**src/ldt_pkg.sv**
```systemverilog
// Shared constants and types for the loop transceiver power-down and burst block.
// Assumes a 40 MHz core clock and 32-bit APB data.
package ldt_pkg;

  // clock and line timing
  localparam int CLK_KHZ         = 40000;
  localparam int CARRIER_KHZ     = 256;
  localparam int HALF_CYC        = CLK_KHZ / (2 * CARRIER_KHZ);
  localparam int REPLY_PERIODS   = 4;
  localparam int REPLY_CYC       = REPLY_PERIODS * CLK_KHZ / CARRIER_KHZ;
  localparam int NO_BURST_US     = 250;
  localparam int FRAME_US        = 125;
  localparam int NO_BURST_CYC    = NO_BURST_US * CLK_KHZ / 1000;
  localparam int FRAME_CYC       = FRAME_US * CLK_KHZ / 1000;

  localparam logic [6:0] HALF_LAST  = 7'(HALF_CYC - 1);
  localparam logic [9:0] REPLY_LAST = 10'(REPLY_CYC - 1);
  localparam logic [4:0] SEG_LAST   = 5'h15;
  localparam logic [1:0] MISS_LAST  = 2'h2;

  // register map
  localparam logic [7:0] ADDR_CTRL   = 8'h00;
  localparam logic [7:0] ADDR_STATUS = 8'h04;
  localparam logic [7:0] ADDR_VOICE  = 8'h08;
  localparam int         CTRL_EN_BIT    = 0;
  localparam int         CTRL_SLAVE_BIT = 1;
  localparam logic [1:0] CTRL_RESET     = 2'h0;

  typedef enum logic [1:0] {
    LDT_PWR_DOWN = 2'b00,
    LDT_PWR_WAIT = 2'b01,
    LDT_PWR_UP   = 2'b10
  } ldt_pwr_e;

  // ten-bit burst payload, sent voice msb first then the two signalling bits
  typedef struct packed {
    logic [7:0] voice;
    logic       sig_first;
    logic       sig_second;
  } ldt_burst_s;

endpackage : ldt_pkg

```
**src/ldt_tick.sv**
```systemverilog
// Cycle timer giving a one-cycle tick every PERIOD cycles while running.
// Assumes clear and run come from logic on the same clock.
`timescale 1ns/1ps
`default_nettype none
module ldt_tick #(
  parameter int PERIOD = 10000
) (
  input  wire logic clk_i,   // core clock
  input  wire logic rst_i,   // sync reset, high
  input  wire logic clear_i, // restart count
  input  wire logic run_i,   // count enable
  output logic      tick_o   // one-cycle pulse
);
  logic [13:0] cnt_q;

  always_ff @(posedge clk_i) begin
    if (rst_i || clear_i || !run_i) begin
      cnt_q  <= 14'h0000;
      tick_o <= 1'b0;
    end else if (cnt_q == 14'(PERIOD - 1)) begin
      cnt_q  <= 14'h0000;
      tick_o <= 1'b1;
    end else begin
      cnt_q  <= cnt_q + 14'h0001;
      tick_o <= 1'b0;
    end
  end
endmodule : ldt_tick
`default_nettype wire

```
**src/ldt_mod.sv**
```systemverilog
// Modified differential phase modulator for one ten-bit burst.
// Assumes start is only raised while busy is low.
`timescale 1ns/1ps
`default_nettype none
module ldt_mod
  import ldt_pkg::*;
(
  input  wire logic       clk_i,   // core clock
  input  wire logic       rst_i,   // sync reset, high
  input  wire logic       start_i, // begin a burst
  input  wire ldt_burst_s word_i,  // payload
  output logic            busy_o,  // burst in progress
  output logic            level_o, // line polarity
  output logic            drive_o  // low: line parked at reference
);
  logic [6:0] half_q;
  logic [4:0] seg_q;
  logic [9:0] shift_q;

  // segment 0 and 21 are the framing half cycles; bits use segments 1..20
  always_ff @(posedge clk_i) begin
    if (rst_i) begin
      busy_o  <= 1'b0;
      level_o <= 1'b0;
      drive_o <= 1'b0;
      half_q  <= 7'h00;
      seg_q   <= 5'h00;
      shift_q <= 10'h000;
    end else if (start_i && !busy_o) begin
      busy_o  <= 1'b1;
      level_o <= 1'b1;
      drive_o <= 1'b1;
      half_q  <= 7'h00;
      seg_q   <= 5'h00;
      shift_q <= word_i;
    end else if (busy_o) begin
      if (half_q != HALF_LAST) begin
        half_q <= half_q + 7'h01;
      end else begin
        half_q <= 7'h00;
        if (seg_q == SEG_LAST) begin
          busy_o  <= 1'b0;
          level_o <= 1'b0;
          drive_o <= 1'b0;
        end else begin
          seg_q <= seg_q + 5'h01;
          // a zero holds polarity over the boundary: one 128 kHz half cycle
          if (!seg_q[0] && seg_q != 5'h14) begin
            if (shift_q[9]) begin
              level_o <= ~level_o;
            end
            shift_q <= {shift_q[8:0], 1'b0};
          end else begin
            level_o <= ~level_o;
          end
        end
      end
    end
  end

  AST_MOD_OPEN: assert property (@(posedge clk_i) disable iff (rst_i)
    (start_i && !busy_o) |=> (drive_o && level_o && busy_o))
    else $error("burst did not open with a driven half cycle");
endmodule : ldt_mod
`default_nettype wire

```
**src/ldt_top.sv**
```systemverilog
// Power-down sequencing and burst launch for a master or slave loop transceiver.
// Assumes a demodulator front end on this clock that pulses rx_done_i with the word,
// and an APB master on clk_i. Frame sync, signalling and power-down pins are synchronised here; the voice window is not.
// Functional notes
// - master with power-down low never modulates; demod and outputs stay alive.
// - master powered down updates signal outputs and valid flag at demod end.
// - valid flag holds until three frame edges without burst; signal outputs hold until next burst.
// - after power-up master waits three frame edges or edge after a burst.
// - first master burst uses last captured voice and signals at current edge.
// - slave power-down pin is weakly driven; external level wins.
// - slave with pin low only demodulates and outputs; no transmission.
// - powered slave replies to every master burst.
// - slave free-runs a 125 us frame after 250 us without master burst.
// - free-running slave bursts every second frame with fresh data.
// - slave pulls pin high on master burst, low after 250 us silence.
// - zero is a phase reversal of the 256 kHz carrier; one continues.
// - no preamble or start bits before the burst data.
// - each reversal is a single 128 kHz half cycle.
// - bursts begin and end with one 256 kHz half cycle.
// - burst carries eight voice and two signalling bits, half duplex.
// - slave reply starts four bit periods after demodulation ends.
`timescale 1ns/1ps
`default_nettype none
module ldt_top
  import ldt_pkg::*;
#(
  parameter int NO_BURST_LEN = NO_BURST_CYC, // silence before fallback
  parameter int FRAME_LEN    = FRAME_CYC     // free-running frame
) (
  input  wire logic       clk_i,                     // 40 MHz clock
  input  wire logic       rst_i,                     // sync reset, high
  input  wire logic [7:0] paddr_i,                   // apb address
  input  wire logic       psel_i,                    // apb select
  input  wire logic       penable_i,                 // apb enable
  input  wire logic       pwrite_i,                  // apb direction
  input  wire logic [31:0] pwdata_i,                 // apb write data
  output logic [31:0]     prdata_o,                  // apb read data
  output logic            pready_o,                  // apb ready
  output logic            pslverr_o,                 // apb error
  input  wire logic       frame_sync_input_i,        // frame sync pin
  input  wire logic       signal_in_first_i,         // signalling pin 1
  input  wire logic       signal_in_second_i,        // signalling pin 2
  input  wire logic [7:0] voice_word_i,              // voice from serial port
  input  wire logic       voice_capture_window_i,    // voice load window
  input  wire logic       rx_done_i,                 // demod end pulse
  input  wire ldt_burst_s rx_word_i,                 // demodulated word
  input  wire logic       low_power_select_n_i,      // power-down pin level
  output logic            low_power_select_n_o,      // weak drive value
  output logic            low_power_select_n_oe_o,   // weak drive enable
  output logic            signal_out_first_o,        // signalling out 1
  output logic            signal_out_second_o,       // signalling out 2
  output logic            burst_valid_flag_o,        // valid data flag
  output logic [7:0]      voice_out_o,               // received voice
  output logic            line_level_o,              // line polarity
  output logic            line_drive_o               // line driven
);

  logic [3:0] meta_q;
  logic [3:0] sync_q;
  logic       fs_last_q;
  logic       pd_last_q;
  logic       win_last_q;
  logic [1:0] ctrl_q;
  ldt_pwr_e   pwr_q;
  logic [1:0] wait_cnt_q;
  logic       wait_seen_q;
  logic [1:0] miss_cnt_q;
  ldt_burst_s rxbuf_q;
  logic       rx_frame_q;
  logic [7:0] voice_q;
  logic       reply_arm_q;
  logic [9:0] reply_cnt_q;
  logic       free_run_q;
  logic       odd_q;
  logic       sig1_q;
  logic       sig2_q;
  logic       tx_busy;
  logic       mod_level;
  logic       mod_drive;
  logic       nob_tick;
  logic       frm_tick;
  logic       fs_edge;
  logic       pd_lvl;
  logic       pd_rise;
  logic       en;
  logic       slave;
  logic       m_start;
  logic       s_start;
  logic       tx_start;
  ldt_burst_s tx_word;

  // two-flop synchronisers for pin inputs
  genvar gi;
  generate
    for (gi = 0; gi < 4; gi++) begin : g_sync
      always_ff @(posedge clk_i) begin
        if (rst_i) begin
          meta_q[gi] <= 1'b0;
          sync_q[gi] <= 1'b0;
        end else begin
          meta_q[gi] <= (gi == 0) ? frame_sync_input_i :
                        (gi == 1) ? signal_in_first_i :
                        (gi == 2) ? signal_in_second_i : low_power_select_n_i;
          sync_q[gi] <= meta_q[gi];
        end
      end
    end
  endgenerate

  always_ff @(posedge clk_i) begin
    if (rst_i) begin
      fs_last_q  <= 1'b0;
      pd_last_q  <= 1'b0;
      win_last_q <= 1'b0;
    end else begin
      fs_last_q  <= sync_q[0];
      pd_last_q  <= sync_q[3];
      win_last_q <= voice_capture_window_i;
    end
  end

  assign fs_edge = sync_q[0] && !fs_last_q;
  assign pd_lvl  = sync_q[3];
  assign pd_rise = sync_q[3] && !pd_last_q;
  assign en      = ctrl_q[CTRL_EN_BIT];
  assign slave   = ctrl_q[CTRL_SLAVE_BIT];

  // voice held at the close of each capture window
  always_ff @(posedge clk_i) begin
    if (rst_i) begin
      voice_q <= 8'h00;
    end else if (win_last_q && !voice_capture_window_i) begin
      voice_q <= voice_word_i;
    end
  end

  // apb slave, zero wait: ready in the first access cycle
  always_ff @(posedge clk_i) begin
    if (rst_i) begin
      pready_o  <= 1'b0;
      pslverr_o <= 1'b0;
      prdata_o  <= 32'h0000_0000;
      ctrl_q    <= CTRL_RESET;
    end else begin
      pready_o  <= psel_i && !penable_i;
      pslverr_o <= 1'b0;
      prdata_o  <= 32'h0000_0000;
      if (psel_i && !penable_i) begin
        case (paddr_i)
          ADDR_CTRL:   prdata_o <= {30'h0000_0000, ctrl_q};
          ADDR_STATUS: prdata_o <= {22'h00_0000, rx_frame_q, odd_q, free_run_q, tx_busy, burst_valid_flag_o,
                                    signal_out_first_o, signal_out_second_o, pd_lvl, pwr_q};
          ADDR_VOICE:  prdata_o <= {24'h00_0000, voice_out_o};
          default:     pslverr_o <= 1'b1;
        endcase
      end
      if (psel_i && penable_i && pready_o && pwrite_i && paddr_i == ADDR_CTRL) begin
        ctrl_q <= pwdata_i[1:0];
      end
    end
  end

  // power state for both roles; slave skips the wait phase
  always_ff @(posedge clk_i) begin
    if (rst_i) begin
      pwr_q       <= LDT_PWR_DOWN;
      wait_cnt_q  <= 2'h0;
      wait_seen_q <= 1'b0;
    end else if (!pd_lvl || !en) begin
      pwr_q <= LDT_PWR_DOWN;
    end else begin
      case (pwr_q)
        LDT_PWR_DOWN: begin
          pwr_q       <= slave ? LDT_PWR_UP : LDT_PWR_WAIT;
          wait_cnt_q  <= 2'h0;
          wait_seen_q <= 1'b0;
        end
        LDT_PWR_WAIT: begin
          // three edges, or the edge after a demodulated burst
          if (fs_edge && (wait_seen_q || rx_done_i || wait_cnt_q == MISS_LAST)) begin
            pwr_q <= LDT_PWR_UP;
          end else if (fs_edge) begin
            wait_cnt_q <= wait_cnt_q + 2'h1;
          end
          if (rx_done_i) begin
            wait_seen_q <= 1'b1;
          end
        end
        LDT_PWR_UP:   pwr_q <= LDT_PWR_UP;
        default:      pwr_q <= LDT_PWR_DOWN;
      endcase
    end
  end

  // master modulates only once powered and past the wait
  assign m_start = !slave && en && fs_edge &&
                   ((pwr_q == LDT_PWR_UP) ||
                    (pwr_q == LDT_PWR_WAIT && (wait_seen_q || rx_done_i || wait_cnt_q == MISS_LAST)));
  // slave bursts only with its pin high
  assign s_start = slave && en && pd_lvl &&
                   ((reply_arm_q && reply_cnt_q == 10'h000) || (frm_tick && odd_q && !reply_arm_q));
  assign tx_start = (m_start || s_start) && !tx_busy;

  // payload: held voice, signalling sampled at the frame event
  always_comb begin
    tx_word.voice      = voice_q;
    tx_word.sig_first  = s_start ? sig1_q : sync_q[1];
    tx_word.sig_second = s_start ? sig2_q : sync_q[2];
  end

  // slave signalling sampled at demod end or internal frame edge
  always_ff @(posedge clk_i) begin
    if (rst_i) begin
      sig1_q <= 1'b0;
      sig2_q <= 1'b0;
    end else if (rx_done_i || frm_tick) begin
      sig1_q <= sync_q[1];
      sig2_q <= sync_q[2];
    end
  end

  // received signalling and valid flag
  always_ff @(posedge clk_i) begin
    if (rst_i) begin
      rxbuf_q             <= '0;
      rx_frame_q          <= 1'b0;
      miss_cnt_q          <= 2'h0;
      signal_out_first_o  <= 1'b0;
      signal_out_second_o <= 1'b0;
      burst_valid_flag_o  <= 1'b0;
      voice_out_o         <= 8'h00;
    end else if (rx_done_i && (slave || pwr_q != LDT_PWR_UP)) begin
      // immediate update at demodulation end; restart miss count
      signal_out_first_o  <= rx_word_i.sig_first;
      signal_out_second_o <= rx_word_i.sig_second;
      burst_valid_flag_o  <= 1'b1;
      voice_out_o         <= rx_word_i.voice;
      miss_cnt_q          <= 2'h0;
      rx_frame_q          <= 1'b0;
    end else if (rx_done_i) begin
      rxbuf_q    <= rx_word_i;
      rx_frame_q <= 1'b1;
    end else if (!slave && fs_edge && pwr_q == LDT_PWR_UP) begin
      signal_out_first_o  <= rxbuf_q.sig_first;
      signal_out_second_o <= rxbuf_q.sig_second;
      voice_out_o         <= rxbuf_q.voice;
      burst_valid_flag_o  <= rx_frame_q;
      rx_frame_q          <= 1'b0;
    end else if (!slave && fs_edge) begin
      // hold until the third quiet frame edge
      if (miss_cnt_q == MISS_LAST) begin
        burst_valid_flag_o <= 1'b0;
      end else begin
        miss_cnt_q <= miss_cnt_q + 2'h1;
      end
    end
  end

  // reply four bit periods after master burst
  always_ff @(posedge clk_i) begin
    if (rst_i) begin
      reply_arm_q <= 1'b0;
      reply_cnt_q <= 10'h000;
    end else if (slave && en && pd_lvl && rx_done_i) begin
      reply_arm_q <= 1'b1;
      reply_cnt_q <= REPLY_LAST;
    end else if (!pd_lvl || reply_cnt_q == 10'h000) begin
      reply_arm_q <= 1'b0;
    end else begin
      reply_cnt_q <= reply_cnt_q - 10'h001;
    end
  end

  always_ff @(posedge clk_i) begin
    if (rst_i) begin
      free_run_q <= 1'b0;
      odd_q      <= 1'b0;
    end else if (!slave || !en || !pd_lvl || rx_done_i) begin
      free_run_q <= 1'b0;
      odd_q      <= 1'b0;
    end else begin
      if (nob_tick) begin
        free_run_q <= 1'b1;
      end
      if (frm_tick) begin
        odd_q <= ~odd_q;
      end
    end
  end

  // weak pin drive: high on burst, low after silence; external level rules
  always_ff @(posedge clk_i) begin
    if (rst_i) begin
      low_power_select_n_o    <= 1'b0;
      low_power_select_n_oe_o <= 1'b0;
    end else begin
      low_power_select_n_oe_o <= slave && en;
      if (rx_done_i) begin
        low_power_select_n_o <= 1'b1;
      end else if (nob_tick) begin
        low_power_select_n_o <= 1'b0;
      end
    end
  end

  ldt_tick #(.PERIOD(NO_BURST_LEN)) u_nob (
    .clk_i   (clk_i),
    .rst_i   (rst_i),
    .clear_i (rx_done_i || pd_rise),
    .run_i   (slave && en),
    .tick_o  (nob_tick)
  );

  ldt_tick #(.PERIOD(FRAME_LEN)) u_frm (
    .clk_i   (clk_i),
    .rst_i   (rst_i),
    .clear_i (rx_done_i),
    .run_i   (free_run_q),
    .tick_o  (frm_tick)
  );

  ldt_mod u_mod (
    .clk_i   (clk_i),
    .rst_i   (rst_i),
    .start_i (tx_start),
    .word_i  (tx_word),
    .busy_o  (tx_busy),
    .level_o (mod_level),
    .drive_o (mod_drive)
  );

  // mirror into top flops so ports come straight from registers
  always_ff @(posedge clk_i) begin
    if (rst_i) begin
      line_level_o <= 1'b0;
      line_drive_o <= 1'b0;
    end else begin
      line_level_o <= mod_level;
      line_drive_o <= mod_drive;
    end
  end

  AST_MASTER_PD_QUIET: assert property (@(posedge clk_i) disable iff (rst_i)
    (!slave && pwr_q == LDT_PWR_DOWN) |-> !tx_start)
    else $error("master modulated while powered down");

  AST_PD_RX_UPDATE: assert property (@(posedge clk_i) disable iff (rst_i)
    (!slave && pwr_q == LDT_PWR_DOWN && rx_done_i) |=>
      (burst_valid_flag_o && signal_out_first_o == $past(rx_word_i.sig_first)))
    else $error("powered-down master missed demod update");

  AST_PD_HOLD: assert property (@(posedge clk_i) disable iff (rst_i)
    (!slave && pwr_q == LDT_PWR_DOWN && !rx_done_i && !fs_edge) |=> $stable(burst_valid_flag_o))
    else $error("valid flag changed without a cause");

  AST_WAIT_THIRD: assert property (@(posedge clk_i) disable iff (rst_i)
    (pwr_q == LDT_PWR_WAIT && pd_lvl && en && fs_edge && wait_cnt_q == MISS_LAST) |=> pwr_q == LDT_PWR_UP)
    else $error("master did not leave wait on third edge");

  AST_FIRST_WORD: assert property (@(posedge clk_i) disable iff (rst_i)
    (m_start && tx_start) |-> (tx_word.voice == voice_q && tx_word.sig_first == sync_q[1]))
    else $error("master burst payload not from frame edge");

  AST_SLAVE_DRIVES: assert property (@(posedge clk_i) disable iff (rst_i)
    (slave && en) |=> low_power_select_n_oe_o)
    else $error("slave stopped weak drive");

  AST_SLAVE_PD_QUIET: assert property (@(posedge clk_i) disable iff (rst_i)
    (slave && !pd_lvl) |-> !tx_start)
    else $error("slave transmitted while powered down");

  AST_REPLY_GAP: assert property (@(posedge clk_i) disable iff (rst_i)
    (slave && en && pd_lvl && rx_done_i) |=> (reply_arm_q && reply_cnt_q == REPLY_LAST))
    else $error("reply delay not armed");

  AST_SILENCE_LOW: assert property (@(posedge clk_i) disable iff (rst_i)
    (nob_tick && !rx_done_i) |=> !low_power_select_n_o)
    else $error("pin not pulled low after silence");

  AST_MISS_RESTART: assert property (@(posedge clk_i) disable iff (rst_i)
    (!slave && pwr_q == LDT_PWR_DOWN && rx_done_i) |=> miss_cnt_q == 2'h0)
    else $error("miss count not restarted");

endmodule : ldt_top
`default_nettype wire

```
**config.mk**
```make
export PLATFORM = sky130hd
export DESIGN_NAME = ldt_top
export DESIGN_NICKNAME = d
export VERILOG_FILES = /design/src/ldt_pkg.sv /design/src/ldt_tick.sv /design/src/ldt_mod.sv /design/src/ldt_top.sv
export SDC_FILE = /design/constraint.sdc
export NUM_CORES = 1
export LEC_CHECK = 0
export ABC_AREA = 0
export BUFFER_PORTS_ARGS = -buffer_cell sky130_fd_sc_hd__buf_2
export CORE_UTILIZATION = 45
export CTS_CLUSTER_DIAMETER = 200
export DETAILED_ROUTE_END_ITERATION = 12
export PLACE_DENSITY = 0.63
export SLEW_MARGIN = 10
export SYNTH_ARGS = -nofsm -noshare
export SYNTH_HDL_FRONTEND = slang
export SYNTH_SLANG_ARGS = --single-unit
```
**constraint.sdc**
```tcl
create_clock -name clk_i -period 3 [get_ports clk_i]
set_input_delay 0.9 -clock clk_i [delete_from_list [all_inputs] [get_ports clk_i]]
set_output_delay 0.9 -clock clk_i [all_outputs]
set_load 0.005 [all_outputs]
```
==> summary.md, run 1 <==
| Metric | Value |
|---|---|
| Leakage | `2.74 nW` |
| Slew Viols, Final | `0` |
| Relative slew slack | `0.427` |
| Core area | `12,700 sq um` |
| Layout fillers | `1,208` |
| Outcome | `finished, final reports clean` |
| R2R Path Start | `ctrl_q[0]$_SDFFE_PP0P_` |
| Die width | `117 um` |
| Die H | `117 um` |
| Top-level I/O count | `118` |
| Die area | `13,600 sq um` |
| Top-count cell post-synth | `dfxtp_1` |
| Multi-input gate area | `2890 sq um` |
| DRT iter0 DRCs | `269` |
| Post-CTS Resized | `0` |
| Yosys warning count | `0` |
| Layout cells sized above 1 | `0.165` |
| Clk_skew | `0.0104 ns` |
| Clock buffer depth | `2` |
| Register Area | `2720 sq um` |
| GRT overflow | `0` |
| Syn Inst Count | `657` |
| Vias | `4,688` |
| Syn avg cell area | `8.99 sq um` |
| Synth Area in Adders | `0.0318` |
| CP cell instances | `nand2_1 -> or3_1 -> o211a_2 -> buf_4 -> a41oi_1 -> o31ai_2` |
| CTS buffer count | `17` |
| CTS tree | `yes` |
| Post-synth top flop | `dfxtp_1` |
| Biggest area consumer among synthesized cells | `dfxtp_1` |
| Worst reg2reg setup slack | `approximately 0.99 ns` |
| Seq/Total Area, Yosys | `0.461` |
| Clock Pin Slew Worst Setup and Hold Paths | `0.05 ns` |
| Number of buffer and inverter stages on the critical path | `1` |
| Vias/cell | `between 5 and 6` |
| Worst-margin pin slew | `roughly 0.86 ns` |
| Synth top cells by count | `dfxtp_1, nor2_1, nand2_1` |
| Post-synthesis mux area share | `0.0424` |
| Final min period | `2.01 ns` |
| TritonRoute pass-1 iters | `4` |
| Largest family of logic cells by synthesized area | `simple AND/OR/NAND/NOR gates` |
| Total routed wirelength | `12,300 um` |
| Setup TNS | `0 ns` |
| FF-to-FF End | `u_mod.shift_q[1]$_SDFFE_PP0P_` |
| CTS Hold Bufs | `0` |
| H-tree levels | `4` |
| Crit share post-route | `0.669` |
| Type of the most critical hold path | `reg2reg` |
| Final WS setup | `0.992 ns` |
| DRC viols | `0` |
| Vias in the first global route | `4,431` |
| Hold path start | `meta_q[1]$_SDFF_PP0_` |
| Flops & latches, synth | `between 100 and 150` |
| Max Clock Freq | `498 MHz` |
| Setup repair bufs after CTS | `0` |
| Layout area overhead | `17.1%` |
| Num rows | `a little over 40` |
| CP max stage cell | `dfxtp_1` |
| GP Congestion | `0.831` |
| Worst skew pair latency | `0.42 ns` |
| Pwr Density | `672 nW/um^2` |
| Post-Syn Area | `roughly 5900 sq um` |
| Post-DP HPWL | `approximately 8500 um` |
| Critical path class | `reg2reg` |
| Critical Path RT | `3.29 ns` |
| Simple-gate share of the synthesized area | `0.241` |
| Antenna Nets Post-Route | `0` |
| Max IR drop VDD | `499 uV` |
| WHS Endpoint | `sync_q[1]$_SDFF_PP0_` |
| CP Launch Point | `ctrl_q[0]$_SDFFE_PP0P_` |
| Worst path max stage delay | `0.52 ns` |
| EDFF count, synth | `0` |
| WL per Instance | `13.5 um` |
| # diodes | `0` |
| Async S/R FF share, synth | `0` |
| CP Launch Type | `register` |
| Final hold violation count | `0` |
| Top cells by area, synth | `dfxtp_1, nor2_1, mux2i_1` |
| Initial Util | `0.464` |
| Unrepaired setup endpoints after global routing | `false` |
| Root Buffer | `clkbuf_16` |
| PortBufs | `65` |
| GR Util All Layers | `0.194` |
| Nets | `805` |
| Hold path cells | `1` |
| Synth cell types | `between 50 and 60` |
| Critical path's top delay family | `simple AND/OR/NAND/NOR gates` |
| Complex-gate fraction of the synthesized area | `0.0978` |
| Largest net degree at the start of global routing | `45` |
| Top-area cell type share of the netlist area | `0.461` |
| Crit path DAT | `2.30 ns` |
| Clock sink count | `136` |
| Count of final setup violators | `0` |
| Post-Synth XOR/XNOR Area | `0.0623` |
| First-pass GRT wire length | `20,400 um` |
| R2r worst-path depth | `6` |
| Pre-CTS WS | `0.545 ns` |
| Initial antenna violation count | `0` |
| CP Max Fanout | `12` |
| Max-Cap Viols | `0` |
| Critical Path End Type | `register` |
## state kept, by name (all words and copies together) (netlist names), 3 cells and up
register,cells
u_mod.half_q,7
sync_q,3
voice_q,8
rxbuf_q,10
voice_out_o,8
prdata_o,10
u_mod.seg_q,5
reply_cnt_q,10
meta_q,4
u_mod.shift_q,10
u_frm.cnt_q,14
u_nob.cnt_q,14
## metrics by stage
stage	power [mW]	utilization	hold slack, ns	instances	cell area [sq um]
2_1_floorplan	2.38	-	0.414	678	5990
3_3_place_gp	2.48	0.494	0.427	874	6290
3_5_place_dp	2.51	0.494	0.421	874	6290
4_1_cts	4.69	0.544	0.434	906	6920
5_1_grt	4.84	0.544	0.458	906	6920
6_report	4.65	0.544	0.434	906	6920
## area by class of cell
| type | instances | area share |
|---|---|---|
| Clock buffer | 25 | 0.0745 |
| Clock inverter | 7 | 0.0163 |
| Inverter | 20 | 0.0109 |
| Multi-Input combinational cell | 473 | 0.418 |
| Sequential cell | 136 | 0.394 |
| Tap cell | 172 | 0.0311 |
| Timing Repair Buffer | 73 | 0.0557 |
## worst max-delay path by stage
stage / end / slack [ns] / cells after the start
after floorplan: ctrl_q[0]$_SDFFE_PP0P_ / 0.88 / 5
after global placement: u_nob.cnt_q[10]$_SDFF_PP0_ / 0.61 / 7
after detailed placement: signal_out_first_o$_SDFFE_PP0P_ / 0.55 / 8
after CTS: u_mod.shift_q[1]$_SDFFE_PP0P_ / 0.97 / 6
after global routing: u_mod.half_q[6]$_SDFFE_PP0P_ / 0.80 / 5
final: u_mod.shift_q[1]$_SDFFE_PP0P_ / 0.99 / 6
## cell usage in the layout, fill, tap and decap left out, types with 3 or more instances in the layout
master / count
dfxtp_1: 136
nor2_1: 107
buf_2: 65
nand2_1: 54
a21oi_1: 32
xor2_1: 25
mux2i_1: 25
nand3_1: 22
conb_1: 22
inv_1: 20
xnor2_1: 17
clkbuf_16: 17
nor2b_1: 16
ha_1: 15
a22oi_1: 14
o21ai_0: 13
nor3_1: 13
nand4_1: 12
a311oi_1: 10
and3_1: 8
buf_4: 8
nor4_1: 6
clkbuf_8: 6
nand3b_1: 5
nor3_2: 5
nand2b_1: 4
and2_1: 4
or3_1: 4
nand4b_1: 3
nor3b_1: 3
bufinv_16: 3
clkinv_2: 3
## worst register-to-register path, stage by stage, from the launching register on
cell and delay [ns]:
dfxtp_1 0.52, nand2_1 0.26, or3_1 0.43, o211a_2 0.16
buf_4 0.18, a41oi_1 0.24, o31ai_2 0.09
## report_power, final
group	total (mW)	switching, mW	internal, mW
sequential	1.96	0.0720	1.88
clock	2.17	0.736	1.43
combinational	0.521	0.300	0.221
total	4.65	1.11	3.54
## logic make-up (layout without fill, tap and decap cells)
logic type	Yosys count	count (layout)
other cells	1	22
xor+xnor	42	42
flops	136	136
mux	25	25
simple gates	282	282
fa+ha+maj	15	15
compound gates	87	87
buf+inv	69	125
## layer usage
layer,wire (um),vias up,share of wire,track usage
li1,-,2348,-,-
met1,5720,2229,0.47,0.236
met2,5870,93,0.48,0.324
met3,542,18,0.044,0.0581
met4,146,0,0.012,0.0700
met5,0,-,0,0
Note: power is estimated with default switching activity, not from simulation.
==> inputs of run 2 (changes only) <==
- clock period: 3 -> 2 ns (I/O delays scaled with it)
==> summary.md, run 2 (synthesis gave the netlist of run 1 again) <==
| Metric | Value |
|---|---|
| Clk_skew | `0.00770 ns` |
| Critical path's top delay family | `compound AO/OA/AOI/OAI gates` |
| Final min period | `1.84 ns` |
| CP max stage cell | `dfxtp_1` |
| Critical Path RT | `between 2 and 2.5 ns` |
| Antenna Nets Post-Route | `0` |
| Hold path cells | `2` |
| Clock group share of total power | `0.453` |
| Worst-margin pin slew | `0.511 ns` |
| Max IR drop VDD | `582 uV` |
| Max Clock Freq | `544 MHz` |
| Num rows | `41` |
| Initial Util | `0.464` |
| Crit share post-route | `0.920` |
| CTS tree | `yes` |
| Largest net degree at the start of global routing | `74` |
| CTS Hold Bufs | `0` |
| Worst skew pair latency | `0.42 ns` |
| Clock Pin Slew Worst Setup and Hold Paths | `about 0.06 ns` |
| Die H | `roughly 120 um` |
| Vias | `4,743` |
| Relative slew slack | `0.656` |
| Number of buffer and inverter stages on the critical path | `2` |
| Hold path start | `low_power_select_n_i` |
| CP Launch Point | `reply_cnt_q[0]$_SDFFE_PP0P_` |
| Leakage | `between 2 and 3 nW` |
| Top-level I/O count | `118` |
| GP Congestion | `around 0.81` |
| First-pass GRT wire length | `a little over 20,000 um` |
| Vias/cell | `5.09` |
| GRT overflow | `0` |
| Sw Share | `0.242` |
| Crit path DAT | `2.13 ns` |
| Nets | `830` |
| Layout fillers | `around 1,200` |
| Top Registers | `u_frm.cnt_q x14, u_nob.cnt_q x14` |
| Fin area | `7140 sq um` |
| TritonRoute pass-1 iters | `4` |
| # diodes | `0` |
| Commonest non-fill, non-tap cell in the layout | `dfxtp_1` |
| Most frequent cells in the layout | `dfxtp_1, nor2_1, buf_2, nand2_1, a21oi_1` |
| CP cell instances | `inv_1 -> ha_1 -> nor4b_4 -> nand4_1 -> o211a_2 -> buf_4 -> a41oi_1 -> o31ai_2` |
| R2R Path Start | `reply_cnt_q[0]$_SDFFE_PP0P_` |
| Switch Pwr | `1.69 mW` |
| H-tree levels | `4` |
| Placed inst area | `6520 sq um` |
| GR Util All Layers | `0.195` |
| Die area | `13,600 sq um` |
| Final hold violation count | `0` |
| Power share of the sequential group | `0.422` |
| Outcome | `finished, final reports clean` |
| Comb pwr share | `0.125` |
| CTS buffer count | `17` |
| Layout cells sized above 1 | `0.195` |
| Clock buffer depth | `2` |
| Slew Viols, Final | `0` |
| Core area | `approximately 13,000 sq um` |
| WL per Instance | `around 13 um` |
| Max-Cap Viols | `0` |
| Vias in the first global route | `4,490` |
| Critical Path End Type | `register` |
| Die width | `between 100 and 150 um` |
| Power, Total | `between 6 and 7 mW` |
| PortBufs | `65` |
| Total routed wirelength | `12,200 um` |
| Internal power | `5.29 mW` |
| Post-DP HPWL | `8540 um` |
| Root Buffer | `clkbuf_16` |
| CP Launch Type | `register` |
| DRT iter0 DRCs | `around 260` |
| Clock sink count | `136` |
| Count of final setup violators | `0` |
| R2r worst-path depth | `8` |
| Type of the most critical hold path | `in2reg` |
| Layout area overhead | `20.8%` |
| Unrepaired setup endpoints after global routing | `true` |
| Pwr Density | `977 nW/um^2` |
| CP Depth | `8` |
| CP Max Fanout | `11` |
| DRC viols | `0` |
| Worst path max stage delay | `0.33 ns` |
| Initial antenna violation count | `0` |
| Critical path class | `reg2reg` |
run 2: cell types whose count changed in the layout (fill, tap and decap cells not counted), sizes merged:
cell,change
clkinv,+1
buf,+25
bufinv,-1
run 2: timing repair:
| action | CTS | global route |
|---|---|---|
| resized for setup | 0 | 2 |
| endpoints found under the setup margin | 0 | 3 |
| endpoints found under the hold margin | 0 | 0 |
| setup buffers | 0 | 0 |
run 2: power by group through the flow:
stage / sequential [mW] / clock (mW) / combinational, mW
2_1_floorplan: 2.97 / 0 / 0.606
3_3_place_gp: 2.98 / 0 / 0.812
3_5_place_dp: 2.99 / 0 / 0.830
4_1_cts: 2.93 / 3.24 / 0.850
5_1_grt: 2.95 / 3.35 / 0.993
6_report: 2.94 / 3.16 / 0.875
run 2: layout make-up:
type | count | area [sq um] | area share
clock buffer | 25 | 526 | 0.0736
clock inverter | 7 | 87.6 | 0.0123
inverter | 20 | 75.1 | 0.0105
multi-input combinational | 473 | 2900 | 0.406
sequential | 136 | 2720 | 0.381
tap | 172 | 215 | 0.0301
timing repair buffer | 98 | 611 | 0.0855
run 2: stage by stage:
step	std cells	worst slack [ns]	setup TNS, ns	utilization	hold WS [ns]
2_1_floorplan	678	0.180	0	-	0.414
3_3_place_gp	899	-0.00556	-0.00556	0.512	0.422
3_5_place_dp	899	-0.0720	-0.168	0.512	0.423
4_1_cts	931	0.0671	0	0.560	0.382
5_1_grt	931	-0.0119	-0.0150	0.561	0.394
6_report	931	0.160	0	0.561	0.398
run 2: layer usage:
layer	GRT usage	vias to the layer above	share of wire
met5	0	-	0
met4	0.0844	0	0.013
met3	0.0555	13	0.039
met2	0.326	83	0.48
met1	0.233	2247	0.47
li1	-	2400	-
run 2: path summary, 6_finish.rpt:
check | endpoint | slack, ns
min reg2reg | sync_q[1]$_SDFF_PP0_ | 0.44
min | meta_q[3]$_SDFF_PP0_ | 0.40
max reg2reg | u_mod.shift_q[1]$_SDFFE_PP0P_ | 0.16
max | u_mod.shift_q[1]$_SDFFE_PP0P_ | 0.16
run 2: worst reg2reg max path, stage by stage, from the launching register on:
cell and delay, ns:
dfxtp_1 0.33, inv_1 0.08, ha_1 0.16, nor4b_4 0.27
nand4_1 0.19, o211a_2 0.18, buf_4 0.18, a41oi_1 0.23
o31ai_2 0.09
==> inputs of run 3 (changes only) <==
- PLACE_DENSITY: 0.63 -> 0.65
==> summary.md, run 3 (synthesis gave the netlist of run 1 again) <==
| Metric | Value |
|---|---|
| CTS buffer count | `17` |
| Setup TNS | `0 ns` |
| Total routed wirelength | `12,300 um` |
| PortBufs | `65` |
| Worst skew pair latency | `between 0.4 and 0.5 ns` |
| GR Util All Layers | `0.196` |
| Met1 Wirelength | `approximately 5900 um` |
| Pwr Density | `991 nW/um^2` |
| Largest net degree at the start of global routing | `33` |
| CP Max Fanout | `9` |
| Core area | `about 13,000 sq um` |
| Leakage | `2.89 nW` |
| CTS tree | `yes` |
| Nets | `832` |
| Final min period | `1.88 ns` |
| Count of final setup violators | `0` |
| Final hold violation count | `0` |
| WL per Instance | `13.2 um` |
| Multi-input gate area | `2910 sq um` |
| DR top layer | `met4` |
| Clock Pin Slew Worst Setup and Hold Paths | `0.06 ns` |
| Final WS setup | `0.122 ns` |
| Max IR drop VDD | `533 uV` |
| Outcome | `finished, final reports clean` |
| Die area | `approximately 14,000 sq um` |
| Commonest non-fill, non-tap cell in the layout | `dfxtp_1` |
| Clock buffer depth | `2` |
| Critical Path End Type | `register` |
| Initial antenna violation count | `0` |
| TritonRoute pass-1 iters | `5` |
| Clock sink count | `136` |
| Vias | `4,776` |
| DRC viols | `0` |
| Crit share post-route | `0.939` |
| Vias in the first global route | `4,514` |
| WL met3 | `568 um` |
| H-tree levels | `4` |
| Die width | `roughly 120 um` |
| CTS Hold Bufs | `0` |
| Final non-filler cell total | `932` |
| Setup repair bufs after CTS | `0` |
| GRT overflow | `0` |
| Type of the most critical hold path | `in2reg` |
| GP Congestion | `slightly above 0.8` |
| Die H | `around 120 um` |
| Root Buffer | `clkbuf_16` |
| Top Registers | `u_frm.cnt_q x14, u_nob.cnt_q x14` |
| Crit path DAT | `around 2.2 ns` |
| Max-Cap Viols | `0` |
| Num rows | `41` |
| Slew Viols, Final | `0` |
| Critical path class | `reg2reg` |
| Pre-CTS WS | `-0.0523 ns` |
| Antenna Nets Post-Route | `0` |
| Top-level I/O count | `118` |
| DRT iter0 DRCs | `241` |
| CP Launch Type | `register` |
| Relative slew slack | `0.648` |
| Post-DP HPWL | `~8800 um` |
| Worst-margin pin slew | `around 0.52 ns` |
| Initial Util | `0.464` |
| Unrepaired setup endpoints after global routing | `false` |
| Clk_skew | `0.00452 ns` |
| Min Hold Slack | `0.387 ns` |
| Layout fillers | `1,193` |
| First-pass GRT wire length | `20,700 um` |
| Register Area | `2720 sq um` |
| Most frequent cells in the layout | `dfxtp_1, nor2_1, buf_2, nand2_1, buf_4` |
| Max Clock Freq | `533 MHz` |
| Metal2 WL | `5640 um` |
| Post-layout util | `0.563` |
| Vias/cell | `~5.1` |
| Placed cell count | `between 900 and 1,000` |
| Layout area overhead | `21.3%` |
| # diodes | `0` |
| Critical Path RT | `roughly 2.3 ns` |
| Post-CTS Resized | `0` |
| Layout cells sized above 1 | `0.197` |
==> run 3: changes by cell type in the layout (fill, tap and decap cells not counted), moves of 2 or more <==
| cell | before | now |
|---|---|---|
| clkbuf_8 | 7 | 2 |
| clkinv_4 | 0 | 2 |
| bufinv_16 | 2 | 4 |
| clkinvlp_4 | 1 | 3 |
| buf_4 | 30 | 33 |
==> run 3: routing by layer <==
metal / vias up / global-route usage
met1: 2236 / 0.254
met2: 116 / 0.309
li1: 2398 / -
met4: 0 / 0.0911
met5: - / 0
met3: 26 / 0.0477
==> run 3: where the power goes <==
part / switching [mW] / total (mW) / leakage [nW] / internal [mW]
Sequential: 0.115 / 2.94 / 1.10 / 2.83
Clock: 1.15 / 3.28 / 0.301 / 2.14
Combinational: 0.472 / 0.875 / 1.49 / 0.403
==> run 3: final cells by class <==
type	count	area share
well taps	172	0.0300
flip-flops and latches	136	0.380
clock inverters	12	0.0244
inverters	20	0.0105
repair buffers	100	0.0855
multi-input cells	473	0.406
clock buffers	19	0.0632
==> run 3: worst max-delay path: stages, from the launching register on <==
cell and delay (ns):
dfxtp_1 0.39, nor3b_1 0.38, o211ai_2 0.22, o211a_4 0.29, buf_4 0.17, a41oi_1 0.22
o31ai_2 0.09
==> run 3: metrics by stage <==
stage                     power (mW)  instance area [sq um]
after floorplan                 3.57                   5990
after global placement          3.78                   6520
after detailed placement        3.83                   6520
after CTS                       7.13                   7150
after global routing            7.40                   7170
final                           7.10                   7170
==> run 3: final timing paths <==
check / startpoint / end / slack, ns / cells past startpoint
setup / recovery: ctrl_q[1]$_SDFFE_PP0P_ / u_mod.shift_q[1]$_SDFFE_PP0P_ / 0.12 / 6
hold / removal: penable_i / pready_o$_SDFF_PP0_ / 0.39 / 2
setup reg to reg: ctrl_q[1]$_SDFFE_PP0P_ / u_mod.shift_q[1]$_SDFFE_PP0P_ / 0.12 / 6
hold reg to reg: meta_q[3]$_SDFF_PP0_ / pd_lvl$_SDFF_PP0_ / 0.44 / 1
